### src/rtl/sensor_ctrl_pkg.sv
// shared constants and carriers for the sensor power, reset and output
// float register group and its two-wire serial slave
package sensor_ctrl_pkg;
  localparam logic [7:0] ADDR_PWR = 8'h0C;
  localparam logic [7:0] ADDR_RST = 8'h0E;
  localparam logic [7:0] ADDR_FLT = 8'h12;
  localparam int CTRL_W = 5;
  localparam logic [4:0] PWR_DEFAULT = 5'h00;
  localparam logic [4:0] RST_DEFAULT = 5'h00;
  localparam logic [7:0] FLT_DEFAULT = 8'h00;
  localparam logic [7:0] READ_ZERO = 8'h00;
  localparam int FLT_PIX_BIT = 0;
  localparam int FLT_TIM_BIT = 1;
  localparam logic [3:0] BYTE_BITS = 4'h8;
  // arbitrary slave address
  localparam logic [6:0] DEV_ADDR_DEFAULT = 7'h2A;

  // bits 4..0 of the power configuration register
  typedef struct packed {
    logic bias_gen_enable;
    logic ext_resistor;
    logic clamp_sw_select;
    logic software_clamp_on;
    logic standby;
  } power_cfg_s;

  // bits 4..0 of the reset control register
  typedef struct packed {
    logic adc_chain_clear;
    logic post_adc_reset;
    logic sif_reset;
    logic state_reset;
    logic full_reset;
  } reset_ctl_s;

  typedef struct packed {
    logic line_clock;
    logic start_of_frame;
    logic frame_clock_out;
    logic sync;
    logic strobe;
  } timing_s;

  typedef struct packed {
    logic wr;
    logic [7:0] addr;
    logic [7:0] data;
  } reg_wr_s;

  typedef enum logic [3:0] {
    S_IDLE = 4'h0,
    S_ADDR = 4'h1,
    S_ACK_A = 4'h2,
    S_REG = 4'h3,
    S_ACK_REG = 4'h4,
    S_WDATA = 4'h5,
    S_ACK_W = 4'h6,
    S_RDATA = 4'h7,
    S_ACK_R = 4'h8
  } ser_state_e;
endpackage

### src/rtl/sensor_power_reset_output_ctrl.sv
// power configuration, reset control and output float registers of the
// image sensor, reached over the two-wire serial control pins
// assumes timing and pixel inputs come from sensor logic on mclk
`timescale 1ns/1ps
`default_nettype none
module sensor_power_reset_output_ctrl #(
  parameter int PIX_W = 10,
  parameter logic [6:0] DEV_ADDR = sensor_ctrl_pkg::DEV_ADDR_DEFAULT
) (
  input wire logic mclk,
  input wire logic rst,
  input wire logic scl_in,
  input wire logic sda_in,
  output logic sda_out,
  output logic sda_oe,
  input wire sensor_ctrl_pkg::timing_s timing_in,
  input wire logic [PIX_W-1:0] pixel_in,
  output sensor_ctrl_pkg::power_cfg_s power_out,
  output sensor_ctrl_pkg::reset_ctl_s reset_out,
  output sensor_ctrl_pkg::timing_s timing_out,
  output logic timing_oe,
  output logic [PIX_W-1:0] pixel_out,
  output logic pixel_oe
);
  import sensor_ctrl_pkg::*;

  reg_wr_s wr;
  logic [7:0] ptr;
  logic [7:0] rd_data_q;
  power_cfg_s power_q;
  reset_ctl_s rctl_q;
  logic [7:0] float_q;
  power_cfg_s wr_pwr;
  reset_ctl_s wr_rst;
  logic pwr_hit;
  logic rst_hit;
  logic flt_hit;

  serial_ctrl_slave #(
    .DEV_ADDR(DEV_ADDR)
  ) u_slave (
    .mclk(mclk),
    .rst(rst),
    .scl_in(scl_in),
    .sda_in(sda_in),
    .rd_data(rd_data_q),
    .wr_out(wr),
    .ptr(ptr),
    .sda_oe(sda_oe)
  );

  // open drain: the pin is only ever pulled low
  assign sda_out = 1'b0;

  assign wr_pwr = power_cfg_s'(wr.data[CTRL_W-1:0]);
  assign wr_rst = reset_ctl_s'(wr.data[CTRL_W-1:0]);
  assign pwr_hit = wr.wr && (wr.addr == ADDR_PWR);
  assign rst_hit = wr.wr && (wr.addr == ADDR_RST);
  assign flt_hit = wr.wr && (wr.addr == ADDR_FLT);

  // a full soft reset pins the power and float registers at their defaults
  // and drops writes to them until the host clears the bit again
  always_ff @(posedge mclk or posedge rst)
  begin
    if (rst)
      power_q <= PWR_DEFAULT;
    else if (rctl_q.full_reset)
      power_q <= PWR_DEFAULT;
    else if (pwr_hit)
      power_q <= wr_pwr;
  end

  // reset bits never clear themselves
  always_ff @(posedge mclk or posedge rst)
  begin
    if (rst)
      rctl_q <= RST_DEFAULT;
    else if (rst_hit)
      rctl_q <= wr_rst;
  end

  always_ff @(posedge mclk or posedge rst)
  begin
    if (rst)
      float_q <= FLT_DEFAULT;
    else if (rctl_q.full_reset)
      float_q <= FLT_DEFAULT;
    else if (flt_hit)
      float_q <= wr.data;
  end

  // upper bits 7..5 of power and reset, and unmapped addresses, read as zero
  always_ff @(posedge mclk or posedge rst)
  begin
    if (rst)
      rd_data_q <= READ_ZERO;
    else
    begin
      case (ptr)
        ADDR_PWR: rd_data_q <= 8'(power_q);
        ADDR_RST: rd_data_q <= 8'(rctl_q);
        ADDR_FLT: rd_data_q <= float_q;
        default: rd_data_q <= READ_ZERO;
      endcase
    end
  end

  always_ff @(posedge mclk or posedge rst)
  begin
    if (rst)
      power_out <= PWR_DEFAULT;
    else
    begin
      power_out <= power_q;
      // clamp bit means nothing while the internal clamp is selected
      power_out.software_clamp_on <=
        power_q.software_clamp_on & power_q.clamp_sw_select;
    end
  end

  // broader resets imply the narrower section resets
  always_ff @(posedge mclk or posedge rst)
  begin
    if (rst)
      reset_out <= RST_DEFAULT;
    else
    begin
      reset_out.full_reset <= rctl_q.full_reset;
      reset_out.state_reset <=
        rctl_q.state_reset | rctl_q.full_reset;
      reset_out.sif_reset <= rctl_q.sif_reset | rctl_q.state_reset |
        rctl_q.full_reset;
      reset_out.post_adc_reset <= rctl_q.post_adc_reset |
        rctl_q.state_reset | rctl_q.full_reset;
      reset_out.adc_chain_clear <= rctl_q.adc_chain_clear |
        rctl_q.state_reset | rctl_q.full_reset;
    end
  end

  always_ff @(posedge mclk or posedge rst)
  begin
    if (rst)
    begin
      timing_out <= '0;
      timing_oe <= 1'b0;
    end
    else
    begin
      timing_out <= timing_in;
      timing_oe <= float_q[FLT_TIM_BIT];
    end
  end

  always_ff @(posedge mclk or posedge rst)
  begin
    if (rst)
    begin
      pixel_out <= '0;
      pixel_oe <= 1'b0;
    end
    else
    begin
      pixel_out <= pixel_in;
      pixel_oe <= float_q[FLT_PIX_BIT];
    end
  end
endmodule
`default_nettype wire

### src/rtl/serial_ctrl_slave.sv
// two-wire serial slave: address byte, register pointer byte, then data
// bytes with pointer auto-increment; reads return rd_data at the pointer
// assumes scl and sda come from pins; sda is open drain, pulled up outside
`timescale 1ns/1ps
`default_nettype none
module serial_ctrl_slave #(
  parameter logic [6:0] DEV_ADDR = sensor_ctrl_pkg::DEV_ADDR_DEFAULT
) (
  input wire logic mclk,
  input wire logic rst,
  input wire logic scl_in,
  input wire logic sda_in,
  input wire logic [7:0] rd_data,
  output sensor_ctrl_pkg::reg_wr_s wr_out,
  output logic [7:0] ptr,
  output logic sda_oe
);
  import sensor_ctrl_pkg::*;

  logic [2:0] scl_s;
  logic [2:0] sda_s;
  ser_state_e st;
  logic [3:0] cnt;
  logic [7:0] rx;
  logic [7:0] tx;
  logic rw;
  logic nack;
  logic scl_rise;
  logic scl_fall;
  logic start;
  logic stop;

  always_ff @(posedge mclk or posedge rst)
  begin
    if (rst)
    begin
      scl_s <= 3'h7;
      sda_s <= 3'h7;
    end
    else
    begin
      scl_s <= {scl_s[1:0], scl_in};
      sda_s <= {sda_s[1:0], sda_in};
    end
  end

  // stage 0 feeds only stage 1; edges look at stages 1 and 2
  assign scl_rise = scl_s[1] & ~scl_s[2];
  assign scl_fall = ~scl_s[1] & scl_s[2];
  assign start = scl_s[1] & scl_s[2] & ~sda_s[1] & sda_s[2];
  assign stop = scl_s[1] & scl_s[2] & sda_s[1] & ~sda_s[2];

  always_ff @(posedge mclk or posedge rst)
  begin
    if (rst)
    begin
      st <= S_IDLE;
      cnt <= 4'h0;
      rx <= 8'h00;
      tx <= 8'h00;
      rw <= 1'b0;
      nack <= 1'b0;
      ptr <= 8'h00;
      sda_oe <= 1'b0;
      wr_out <= '0;
    end
    else
    begin
      wr_out.wr <= 1'b0;
      if (start)
      begin
        st <= S_ADDR;
        cnt <= 4'h0;
        sda_oe <= 1'b0;
      end
      else if (stop)
      begin
        st <= S_IDLE;
        sda_oe <= 1'b0;
      end
      else if (scl_rise)
      begin
        cnt <= cnt + 4'h1;
        rx <= {rx[6:0], sda_s[1]};
        if (st == S_ACK_R)
        begin
          nack <= sda_s[1];
          // bump early so rd_data is settled before the next fall
          if (!sda_s[1])
            ptr <= ptr + 8'h01;
        end
      end
      else if (scl_fall)
      begin
        case (st)
          S_ADDR:
            if (cnt == BYTE_BITS)
            begin
              if (rx[7:1] == DEV_ADDR)
              begin
                st <= S_ACK_A;
                sda_oe <= 1'b1;
                rw <= rx[0];
              end
              else
                st <= S_IDLE;
            end
          S_ACK_A:
          begin
            cnt <= 4'h0;
            if (rw)
            begin
              tx <= rd_data;
              sda_oe <= ~rd_data[7];
              st <= S_RDATA;
            end
            else
            begin
              sda_oe <= 1'b0;
              st <= S_REG;
            end
          end
          S_REG:
            if (cnt == BYTE_BITS)
            begin
              st <= S_ACK_REG;
              sda_oe <= 1'b1;
              ptr <= rx;
            end
          S_ACK_REG:
          begin
            sda_oe <= 1'b0;
            cnt <= 4'h0;
            st <= S_WDATA;
          end
          S_WDATA:
            if (cnt == BYTE_BITS)
            begin
              st <= S_ACK_W;
              sda_oe <= 1'b1;
              wr_out <= '{wr: 1'b1, addr: ptr, data: rx};
            end
          S_ACK_W:
          begin
            sda_oe <= 1'b0;
            cnt <= 4'h0;
            ptr <= ptr + 8'h01;
            st <= S_WDATA;
          end
          S_RDATA:
            if (cnt == BYTE_BITS)
            begin
              sda_oe <= 1'b0;
              st <= S_ACK_R;
            end
            else
            begin
              sda_oe <= ~tx[6];
              tx <= {tx[6:0], 1'b0};
            end
          S_ACK_R:
            if (nack)
              st <= S_IDLE;
            else
            begin
              tx <= rd_data;
              sda_oe <= ~rd_data[7];
              cnt <= 4'h0;
              st <= S_RDATA;
            end
          default:
            st <= S_IDLE;
        endcase
      end
    end
  end
endmodule
`default_nettype wire

### config.mk
export PLATFORM = sky130hd
export DESIGN_NAME = sensor_power_reset_output_ctrl
export DESIGN_NICKNAME = d
export VERILOG_FILES = /design/src/rtl/sensor_ctrl_pkg.sv /design/src/rtl/sensor_power_reset_output_ctrl.sv /design/src/rtl/serial_ctrl_slave.sv
export SDC_FILE = /design/constraint.sdc
export NUM_CORES = 1
export LEC_CHECK = 0
export BUFFER_PORTS_ARGS = -buffer_cell sky130_fd_sc_hd__clkbuf_2
export CAP_MARGIN = 10
export CORE_UTILIZATION = 40
export CTS_BUF_LIST = sky130_fd_sc_hd__clkbuf_16
export CTS_CLUSTER_DIAMETER = 80
export DETAILED_ROUTE_END_ITERATION = 10
export PLACE_DENSITY = 0.68
export SLEW_MARGIN = 20
export SYNTH_ARGS = -nofsm -noshare
export SYNTH_HDL_FRONTEND = slang
export SYNTH_SLANG_ARGS = --single-unit
export TNS_END_PERCENT = 30
### constraint.sdc
create_clock -name mclk -period 7 [get_ports mclk]
set_input_delay 0.35 -clock mclk [delete_from_list [all_inputs] [get_ports mclk]]
set_output_delay 0.35 -clock mclk [all_outputs]
set_load 0.01 [all_outputs]
==> results.sh, run 1 <==
export IMPL_synth_top_area_share_pct=56.11
export IMPL_power_switching_w=0.0003013
export IMPL_cp_buffers_inverters=0
export IMPL_crit_chain="nand2b_1 -> nor4_4 -> mux2_2"
export IMPL_synthTopCellsByCount="dfrtp_1, nand2_1, nor2_1, o21ai_0, mux2i_1"
export IMPL_grt_pass1_vias=2999
export IMPL_ir_worst_vdd_mv=0.1857
export IMPL_crit_path_end_kind="register"
export IMPL_dp_hpwl_mm=5.987
export IMPL_core_area_sq_mm=0.01108
export IMPL_die_x_um=109.7
export IMPL_critPathTopFamily="simple AND/OR/NAND/NOR gates"
export IMPL_relSlewSlack_pct=34.45
export IMPL_n_antenna_cell=0
export IMPL_area_growth_synth_to_final_pct=13.16
export IMPL_finalClockSkew_ps=5.684
export IMPL_cts_tree="yes"
export IMPL_htreeDepth=3
export IMPL_ys_flop_type="dfrtp_1"
export IMPL_final_area_sq_mm=0.005249
export IMPL_cts_buffers=9
export IMPL_synth_most_common_cell="dfrtp_1"
export IMPL_post_cts_buffers=0
export IMPL_first_pass_iters=4
export IMPL_crit_slowest_cell="nor4_4"
export IMPL_grt_usage_pct=16.37
export IMPL_viasPerCell=5.284
export IMPL_cp_required_ps=7240
export IMPL_grt_overflow=0
export IMPL_static_leakage_power_nw=2.561
export IMPL_netSwitchingFraction_pct=24.54
export IMPL_rsz0062_at_grt="false"
export IMPL_antenna_left=0
export IMPL_hold_class="in -> async"
export IMPL_layout_min_cycle_time_ps=2444
export IMPL_tightestPinTransition_ps=975.9
export IMPL_yosysWarnings=0
export IMPL_crit_path_start_kind="register"
export IMPL_via_count=3128
export IMPL_synth_edf_count=0
export IMPL_syn_area_per_cell_sq_um=11.42
export IMPL_syn_area_sq_mm=0.004638
export IMPL_powerDensity_mw_per_mm2=233.9
export IMPL_ys_top_cells_by_area="dfrtp_1, nand2_1, dfstp_2"
export IMPL_max_freq_ghz=0.4091
export IMPL_fin_setup_tns_ps=0
export IMPL_ctsHoldBuffers=0
export IMPL_criticalPathCategory="reg -> reg"
export IMPL_sequentialPowerShare_pct=55.7
export IMPL_clock_sinks=110
export IMPL_routed_wl_mm=8.747
export IMPL_syn_inst=406
export IMPL_place_area_sq_mm=0.004975
export IMPL_drive_gt1_share_pct=19.91
export IMPL_yosysSeqAreaShare_pct=59.51
export IMPL_clk_path_buf_depth=2
export IMPL_path_clk_slew_ps=70
export IMPL_gp_congestion=0.8065
export IMPL_nets=471
export IMPL_initial_core_util_pct=41.87
export IMPL_wire_per_inst_um=14.78
export IMPL_die_area_sq_mm=0.01203
export IMPL_drcViolationCount=0
export IMPL_grt_max_degree=71
export IMPL_period_share_pct=34.92
export IMPL_clock_root_buffer="clkbuf_16"
export IMPL_core_rowCount=38
export IMPL_path_max_fanout=21
export IMPL_cp_data_arrival_time_ps=2690
export IMPL_run_status="completed"
export IMPL_async_reset_ff_share_pct=100.0
export IMPL_holdWs_ps=15.76
export IMPL_cp_slowest_stage_delay_ps=910
export IMPL_worst_slack_ps=4556
export IMPL_p_clk_share_pct=38.8
export IMPL_port_buffers=46
export IMPL_clk_latency_ps=360
export IMPL_io_pins=48
export IMPL_die_h_um=109.7
export IMPL_drv_slew=0
export IMPL_synth_seq_cells=110
export IMPL_post_place_ws_ps=4565
export IMPL_combPwrFrac_pct=5.5
export IMPL_grt_pass1_wl_mm=14.58
export IMPL_power_internal_w=0.0009264
export IMPL_drtIter0Drc=156
export IMPL_syn_nets=430
export IMPL_yosysTopAreaCell="dfrtp_1"
export IMPL_antenna_found_initial=0
export IMPL_cap_violations=0
export IMPL_cts_resized_gates=0
export IMPL_synth_cell_types=58
export IMPL_final_hold_violation_count=0
export IMPL_setup_viol=0
==> state kept, by name (all words and copies together), names as in the netlist, 4 cells and up <==
name and cells:
u_slave.ptr 8, power_q 5, rd_data_q 8, pixel_out 10
timing_out 5, float_q 8, reset_out 5, u_slave.tx 7
u_slave.wr_out 17, rctl_q 5, power_out 5, u_slave.rx 8
u_slave.st 4, u_slave.cnt 4
==> cells by family after synthesis <==
logic type	after synthesis	share of synthesized area (%)
and+or+nand+nor	147	16.29
DFF	110	59.51
AOI/OAI and AO/OA	76	11.06
muxes	38	8.821
buffers and inverters	27	2.509
adders and majority gates	5	1.349
xor gates and xnor gates	2	0.3777
other	1	0.08085
==> per-stage QoR <==
step / total power (W) / cells / util [%]
3_3_place_gp: 0.0007621 / 576 / 44.91
6_report: 0.001228 / 592 / 47.38
3_5_place_dp: 0.0007664 / 576 / 44.91
5_1_grt: 0.001281 / 592 / 47.38
4_1_cts: 0.001251 / 592 / 47.38
2_1_floorplan: 0.0007346 / 406 / -
==> final timing paths <==
| check | endpoint | cells past startpoint | slack, ps | from |
|---|---|---|---|---|
| worst max-delay path | u_slave.wr_out[6]$_DFFE_PP0P_ | 3 | 4560 | u_slave.st[2]$_DFFE_PP0P_ |
| worst min-delay path | timing_out[1]$_DFF_PP0_ | 2 | 20 | rst |
| worst max register to register | u_slave.wr_out[6]$_DFFE_PP0P_ | 3 | 4560 | u_slave.st[2]$_DFFE_PP0P_ |
| worst min register to register | u_slave.sda_s[1]$_DFF_PP1_ | 0 | 360 | u_slave.sda_s[0]$_DFF_PP1_ |
| max in group asynchronous | power_out[3]$_DFF_PP0_ | 3 | 5750 | rst |
| min in group mclk | u_slave.scl_s[0]$_DFF_PP1_ | 1 | 70 | scl_in |
==> layout make-up <==
cell class	count	area, sq um
fillers	1026	5829
flip-flops and latches	110	2760
multi-input cells	269	1762
repair buffers	47	237.7
clock buffers	9	225.2
well taps	140	175.2
clock inverters	7	48.80
inverters	10	40.04
==> layout by cell type (no fill, tap or decap), drive strengths merged, types with 4 or more instances in the layout <==
cell,count
a21oi,13
a22o,9
a22oi,6
a31oi,4
and2,4
clkbuf,55
clkinv,4
dfrtp,104
dfstp,6
ha,5
inv,12
mux2,23
mux2i,15
nand2,62
nand2b,7
nand3,8
nor2,28
nor2b,8
nor3,8
nor4,4
o21ai,23
==> power groups by stage <==
stage / Combinational (W) / Clock (W) / Sequential, W
floorplan: 0.0000471 / 0 / 0.000688
global placement: 0.0000668 / 0 / 0.000695
detailed placement: 0.0000699 / 0 / 0.000696
CTS: 0.0000703 / 0.000497 / 0.000684
global route: 0.0000799 / 0.000513 / 0.000688
finish: 0.0000680 / 0.000476 / 0.000684
==> layer usage <==
layer / up-vias / GRT usage, % / routed length [um]
met4: 0 / 8.190 / 171
met3: 12 / 5.335 / 466
met5: - / 0 / 0
li1: 1511 / - / -
met1: 1534 / 21.53 / 3976
met2: 71 / 24.26 / 4132
(Power assumes the default switching activity.)
==> run 2: changes to the inputs <==
--- a/config.mk
+++ b/config.mk
@@ -5,6 +5,7 @@
 export SDC_FILE = /design/constraint.sdc
 export NUM_CORES = 1
 export LEC_CHECK = 0
+export ABC_AREA = 1
 export BUFFER_PORTS_ARGS = -buffer_cell sky130_fd_sc_hd__clkbuf_2
 export CAP_MARGIN = 10
 export CORE_UTILIZATION = 40
==> constraint.sdc (replaced) <==
create_clock -name mclk -period 2.6 [get_ports mclk]
set_input_delay 0.13 -clock mclk [delete_from_list [all_inputs] [get_ports mclk]]
set_output_delay 0.13 -clock mclk [all_outputs]
set_load 0.01 [all_outputs]
==> run 2 against run 1 <==
The run now ends with DRC left; combinational power grew to 6.6 times the previous value; fmax rose by 31%; cell area grew 7.7%; area after synthesis is 4.0% higher; clock power increased to 2.8 times the previous value; clock-buffer cell count stayed put; total power grew to 3.0 times the previous value; first-iteration DRC count is 73% higher; critical path type unchanged.
==> results.sh, run 2 <==
export IMPL_run_status="complete, but fails checks"
export IMPL_failed_checks="DRC"
export IMPL_static_leakage_power_nw=2.832
export IMPL_clock_sinks=110
export IMPL_setup_viol=0
export IMPL_tightestPinTransition_ps=703.1
export IMPL_relSlewSlack_pct=53.03
export IMPL_core_area_sq_mm=0.01156
export IMPL_drcViolationCount=1
export IMPL_n_antenna_cell=0
export IMPL_crit_path_start_kind="register"
export IMPL_grt_max_degree=55
export IMPL_placed_cells=699
export IMPL_largest_reg_flops=17
export IMPL_rrSetupSlack_ps=740
export IMPL_synth_cell_types=39
export IMPL_rr_startpoint="u_slave.cnt[0]$_DFFE_PP0P_"
export IMPL_routed_wl_mm=9.960
export IMPL_async_reset_ff_share_pct=100.0
export IMPL_grt_usage_pct=17.29
export IMPL_synthXorXnorAreaFrac_pct=0.3630
export IMPL_drv_slew=0
export IMPL_r2r_end="u_slave.wr_out[14]$_DFFE_PP0P_"
export IMPL_powerDensity_mw_per_mm2=651.6
export IMPL_synth_most_common_cell="nand2_1"
export IMPL_final_common_cell="nand2_1"
export IMPL_first_pass_iters=8
export IMPL_crit_slowest_cell="dfrtp_1"
export IMPL_worst_slack_ps=735.7
export IMPL_yosysWarnings=0
export IMPL_core_rowCount=39
export IMPL_crit_path_end_kind="register"
export IMPL_criticalPathCategory="reg -> reg"
export IMPL_clk_latency_ps=350
export IMPL_cts_resized_gates=0
export IMPL_critPathTopFamily="simple AND/OR/NAND/NOR gates"
export IMPL_syn_area_per_cell_sq_um=9.298
export IMPL_port_buffers=46
export IMPL_initial_core_util_pct=41.73
export IMPL_synth_compound_area_share_pct=9.982
export IMPL_period_share_pct=71.70
export IMPL_area_growth_synth_to_final_pct=17.19
export IMPL_synth_simple_area_share_pct=22.14
export IMPL_die_area_sq_mm=0.01251
export IMPL_drive_gt1_share_pct=18.98
export IMPL_post_place_ws_ps=713.1
export IMPL_viasPerCell=5.005
export IMPL_cts_buffers=9
export IMPL_final_cell_mix="nand2_1, dfrtp_1, inv_1"
export IMPL_cp_required_ps=2830
export IMPL_antenna_found_initial=0
export IMPL_cp_data_arrival_time_ps=2100
export IMPL_hold_class="reg -> reg"
export IMPL_critPathMostFrequentCell="inv_1"
export IMPL_synth_top_family_by_area="simple AND/OR/NAND/NOR gates"
export IMPL_synth_seq_cells=110
export IMPL_clk_path_buf_depth=2
export IMPL_gp_congestion=0.8949
export IMPL_antenna_left=0
export IMPL_ys_flop_type="dfrtp_1"
export IMPL_drtIter0Drc=270
export IMPL_whs_endpoint="u_slave.sda_s[1]$_DFF_PP1_"
export IMPL_grt_overflow=0
export IMPL_path_max_fanout=14
export IMPL_die_h_um=111.8
export IMPL_reg_largest_list="u_slave.wr_out x17, pixel_out x10"
export IMPL_via_count=3669
export IMPL_synthTopCellsByCount="nand2_1, dfrtp_1, inv_1, nand3_1, o21ai_0"
export IMPL_syn_area_sq_mm=0.004826
export IMPL_cp_slowest_stage_delay_ps=410
export IMPL_final_cell_count_no_fill=733
export IMPL_layout_min_cycle_time_ps=1864
export IMPL_grt_pass1_wl_mm=16.99
export IMPL_wire_per_inst_um=13.59
export IMPL_reg2reg_depth=9
export IMPL_crit_chain="inv_1 -> ha_1 -> nand3_1 -> inv_1 -> nand2_1 -> nor2_2 -> inv_1 -> nand2_1 -> o21ai_1"
export IMPL_dp_hpwl_mm=7.076
export IMPL_worstHoldStart="u_slave.sda_s[0]$_DFF_PP1_"
export IMPL_clock_root_buffer="clkbuf_16"
export IMPL_muxShareOfSynthArea_pct=1.244
export IMPL_cp_buffers_inverters=3
export IMPL_ys_top_cells_by_area="dfrtp_1, nand2_1, inv_1"
export IMPL_path_clk_slew_ps=80
export IMPL_yosysTopAreaCell="dfrtp_1"
export IMPL_htreeDepth=3
export IMPL_io_pins=48
export IMPL_hold_depth=0
export IMPL_ir_worst_vdd_mv=0.3331
export IMPL_syn_inst=519
export IMPL_cts_tree="yes"
export IMPL_yosysSeqAreaShare_pct=57.19
export IMPL_nets=609
export IMPL_fin_setup_tns_ps=0
export IMPL_max_freq_ghz=0.5364
export IMPL_synthAdderAreaFrac_pct=1.296
export IMPL_rsz0062_at_grt="false"
export IMPL_synth_edf_count=0
export IMPL_syn_nets=543
export IMPL_final_hold_violation_count=0
export IMPL_finalClockSkew_ps=6.497
export IMPL_die_x_um=111.8
export IMPL_top_register="u_slave.wr_out"
export IMPL_cap_violations=0
export IMPL_grt_pass1_vias=3539
export IMPL_synth_top_area_share_pct=53.93
## run 2: cell types whose count changed after synthesis, sizes merged, moves of 6 or more
cell / before / now
a22oi: 6 / 0
mux2: 23 / 0
nand2: 62 / 132
mux2i: 15 / 6
nand3: 8 / 48
inv: 10 / 73
nand2b: 7 / 0
a22o: 9 / 0
a21oi: 13 / 7
o21ai: 23 / 66
nor2b: 8 / 0
## run 2: how the worst max path moves through the flow
stage	startpoint	to	slack (ps)	cells after the start
after detailed placement	u_slave.cnt[0]$_DFFE_PP0P_	u_slave.wr_out[14]$_DFFE_PP0P_	710	9
after global placement	u_slave.cnt[0]$_DFFE_PP0P_	u_slave.wr_out[15]$_DFFE_PP0P_	830	9
after global routing	u_slave.cnt[0]$_DFFE_PP0P_	u_slave.wr_out[14]$_DFFE_PP0P_	440	9
after CTS	u_slave.cnt[0]$_DFFE_PP0P_	u_slave.wr_out[14]$_DFFE_PP0P_	710	9
after floorplan	u_slave.cnt[0]$_DFFE_PP0P_	u_slave.wr_out[1]$_DFFE_PP0P_	1140	10
final	u_slave.cnt[0]$_DFFE_PP0P_	u_slave.wr_out[14]$_DFFE_PP0P_	740	9
## run 2: power by group
part	internal (W)	total, W	switching [W]
logic	0.000164	0.000446	0.000281
clock network	0.000672	0.00133	0.000658
registers	0.00182	0.00191	0.0000906
## run 2: cell families (layout without fill, tap and decap cells)
| family | after synthesis | count (layout) |
|---|---|---|
| AND/OR/NAND/NOR | 227 | 227 |
| other | 1 | 1 |
| adder cells (fa/ha/maj) | 5 | 5 |
| XOR/XNOR | 2 | 2 |
| AO/OA/AOI/OAI | 82 | 82 |
| flip-flops | 110 | 110 |
| multiplexers | 6 | 6 |
| buffers and inverters | 86 | 157 |
## run 2: layout make-up
class / count / area, sq um
Clock buffer: 9 / 225.2
Fill cell: 1062 / 5909
Sequential cell: 110 / 2760
Tap cell: 143 / 178.9
Timing Repair Buffer: 68 / 452.9
Multi-Input combinational cell: 323 / 1694
Clock inverter: 7 / 66.31
Inverter: 73 / 277.8
## run 2: layer usage
layer,share of wire (%),track usage [%]
met2,48,27.37
met3,2.9,2.504
met1,47,23.48
met5,0,0
met4,1.8,8.198
## run 2: timing repair
action / CTS / global route
hold endpoints to repair: 48 / 0
hold buffers: 18 / 0
setup buffers: 0 / 0
## run 2: through the flow
stage	power, W	hold slack [ps]	cell area [sq um]	utilization [%]
6_report	0.003685	356.0	5655	48.90
3_5_place_dp	0.002364	229.7	5184	44.82
2_1_floorplan	0.002224	134.5	4830	-
4_1_cts	0.003717	357.7	5655	48.90
3_3_place_gp	0.002343	228.3	5184	44.82
5_1_grt	0.003860	362.7	5655	48.90
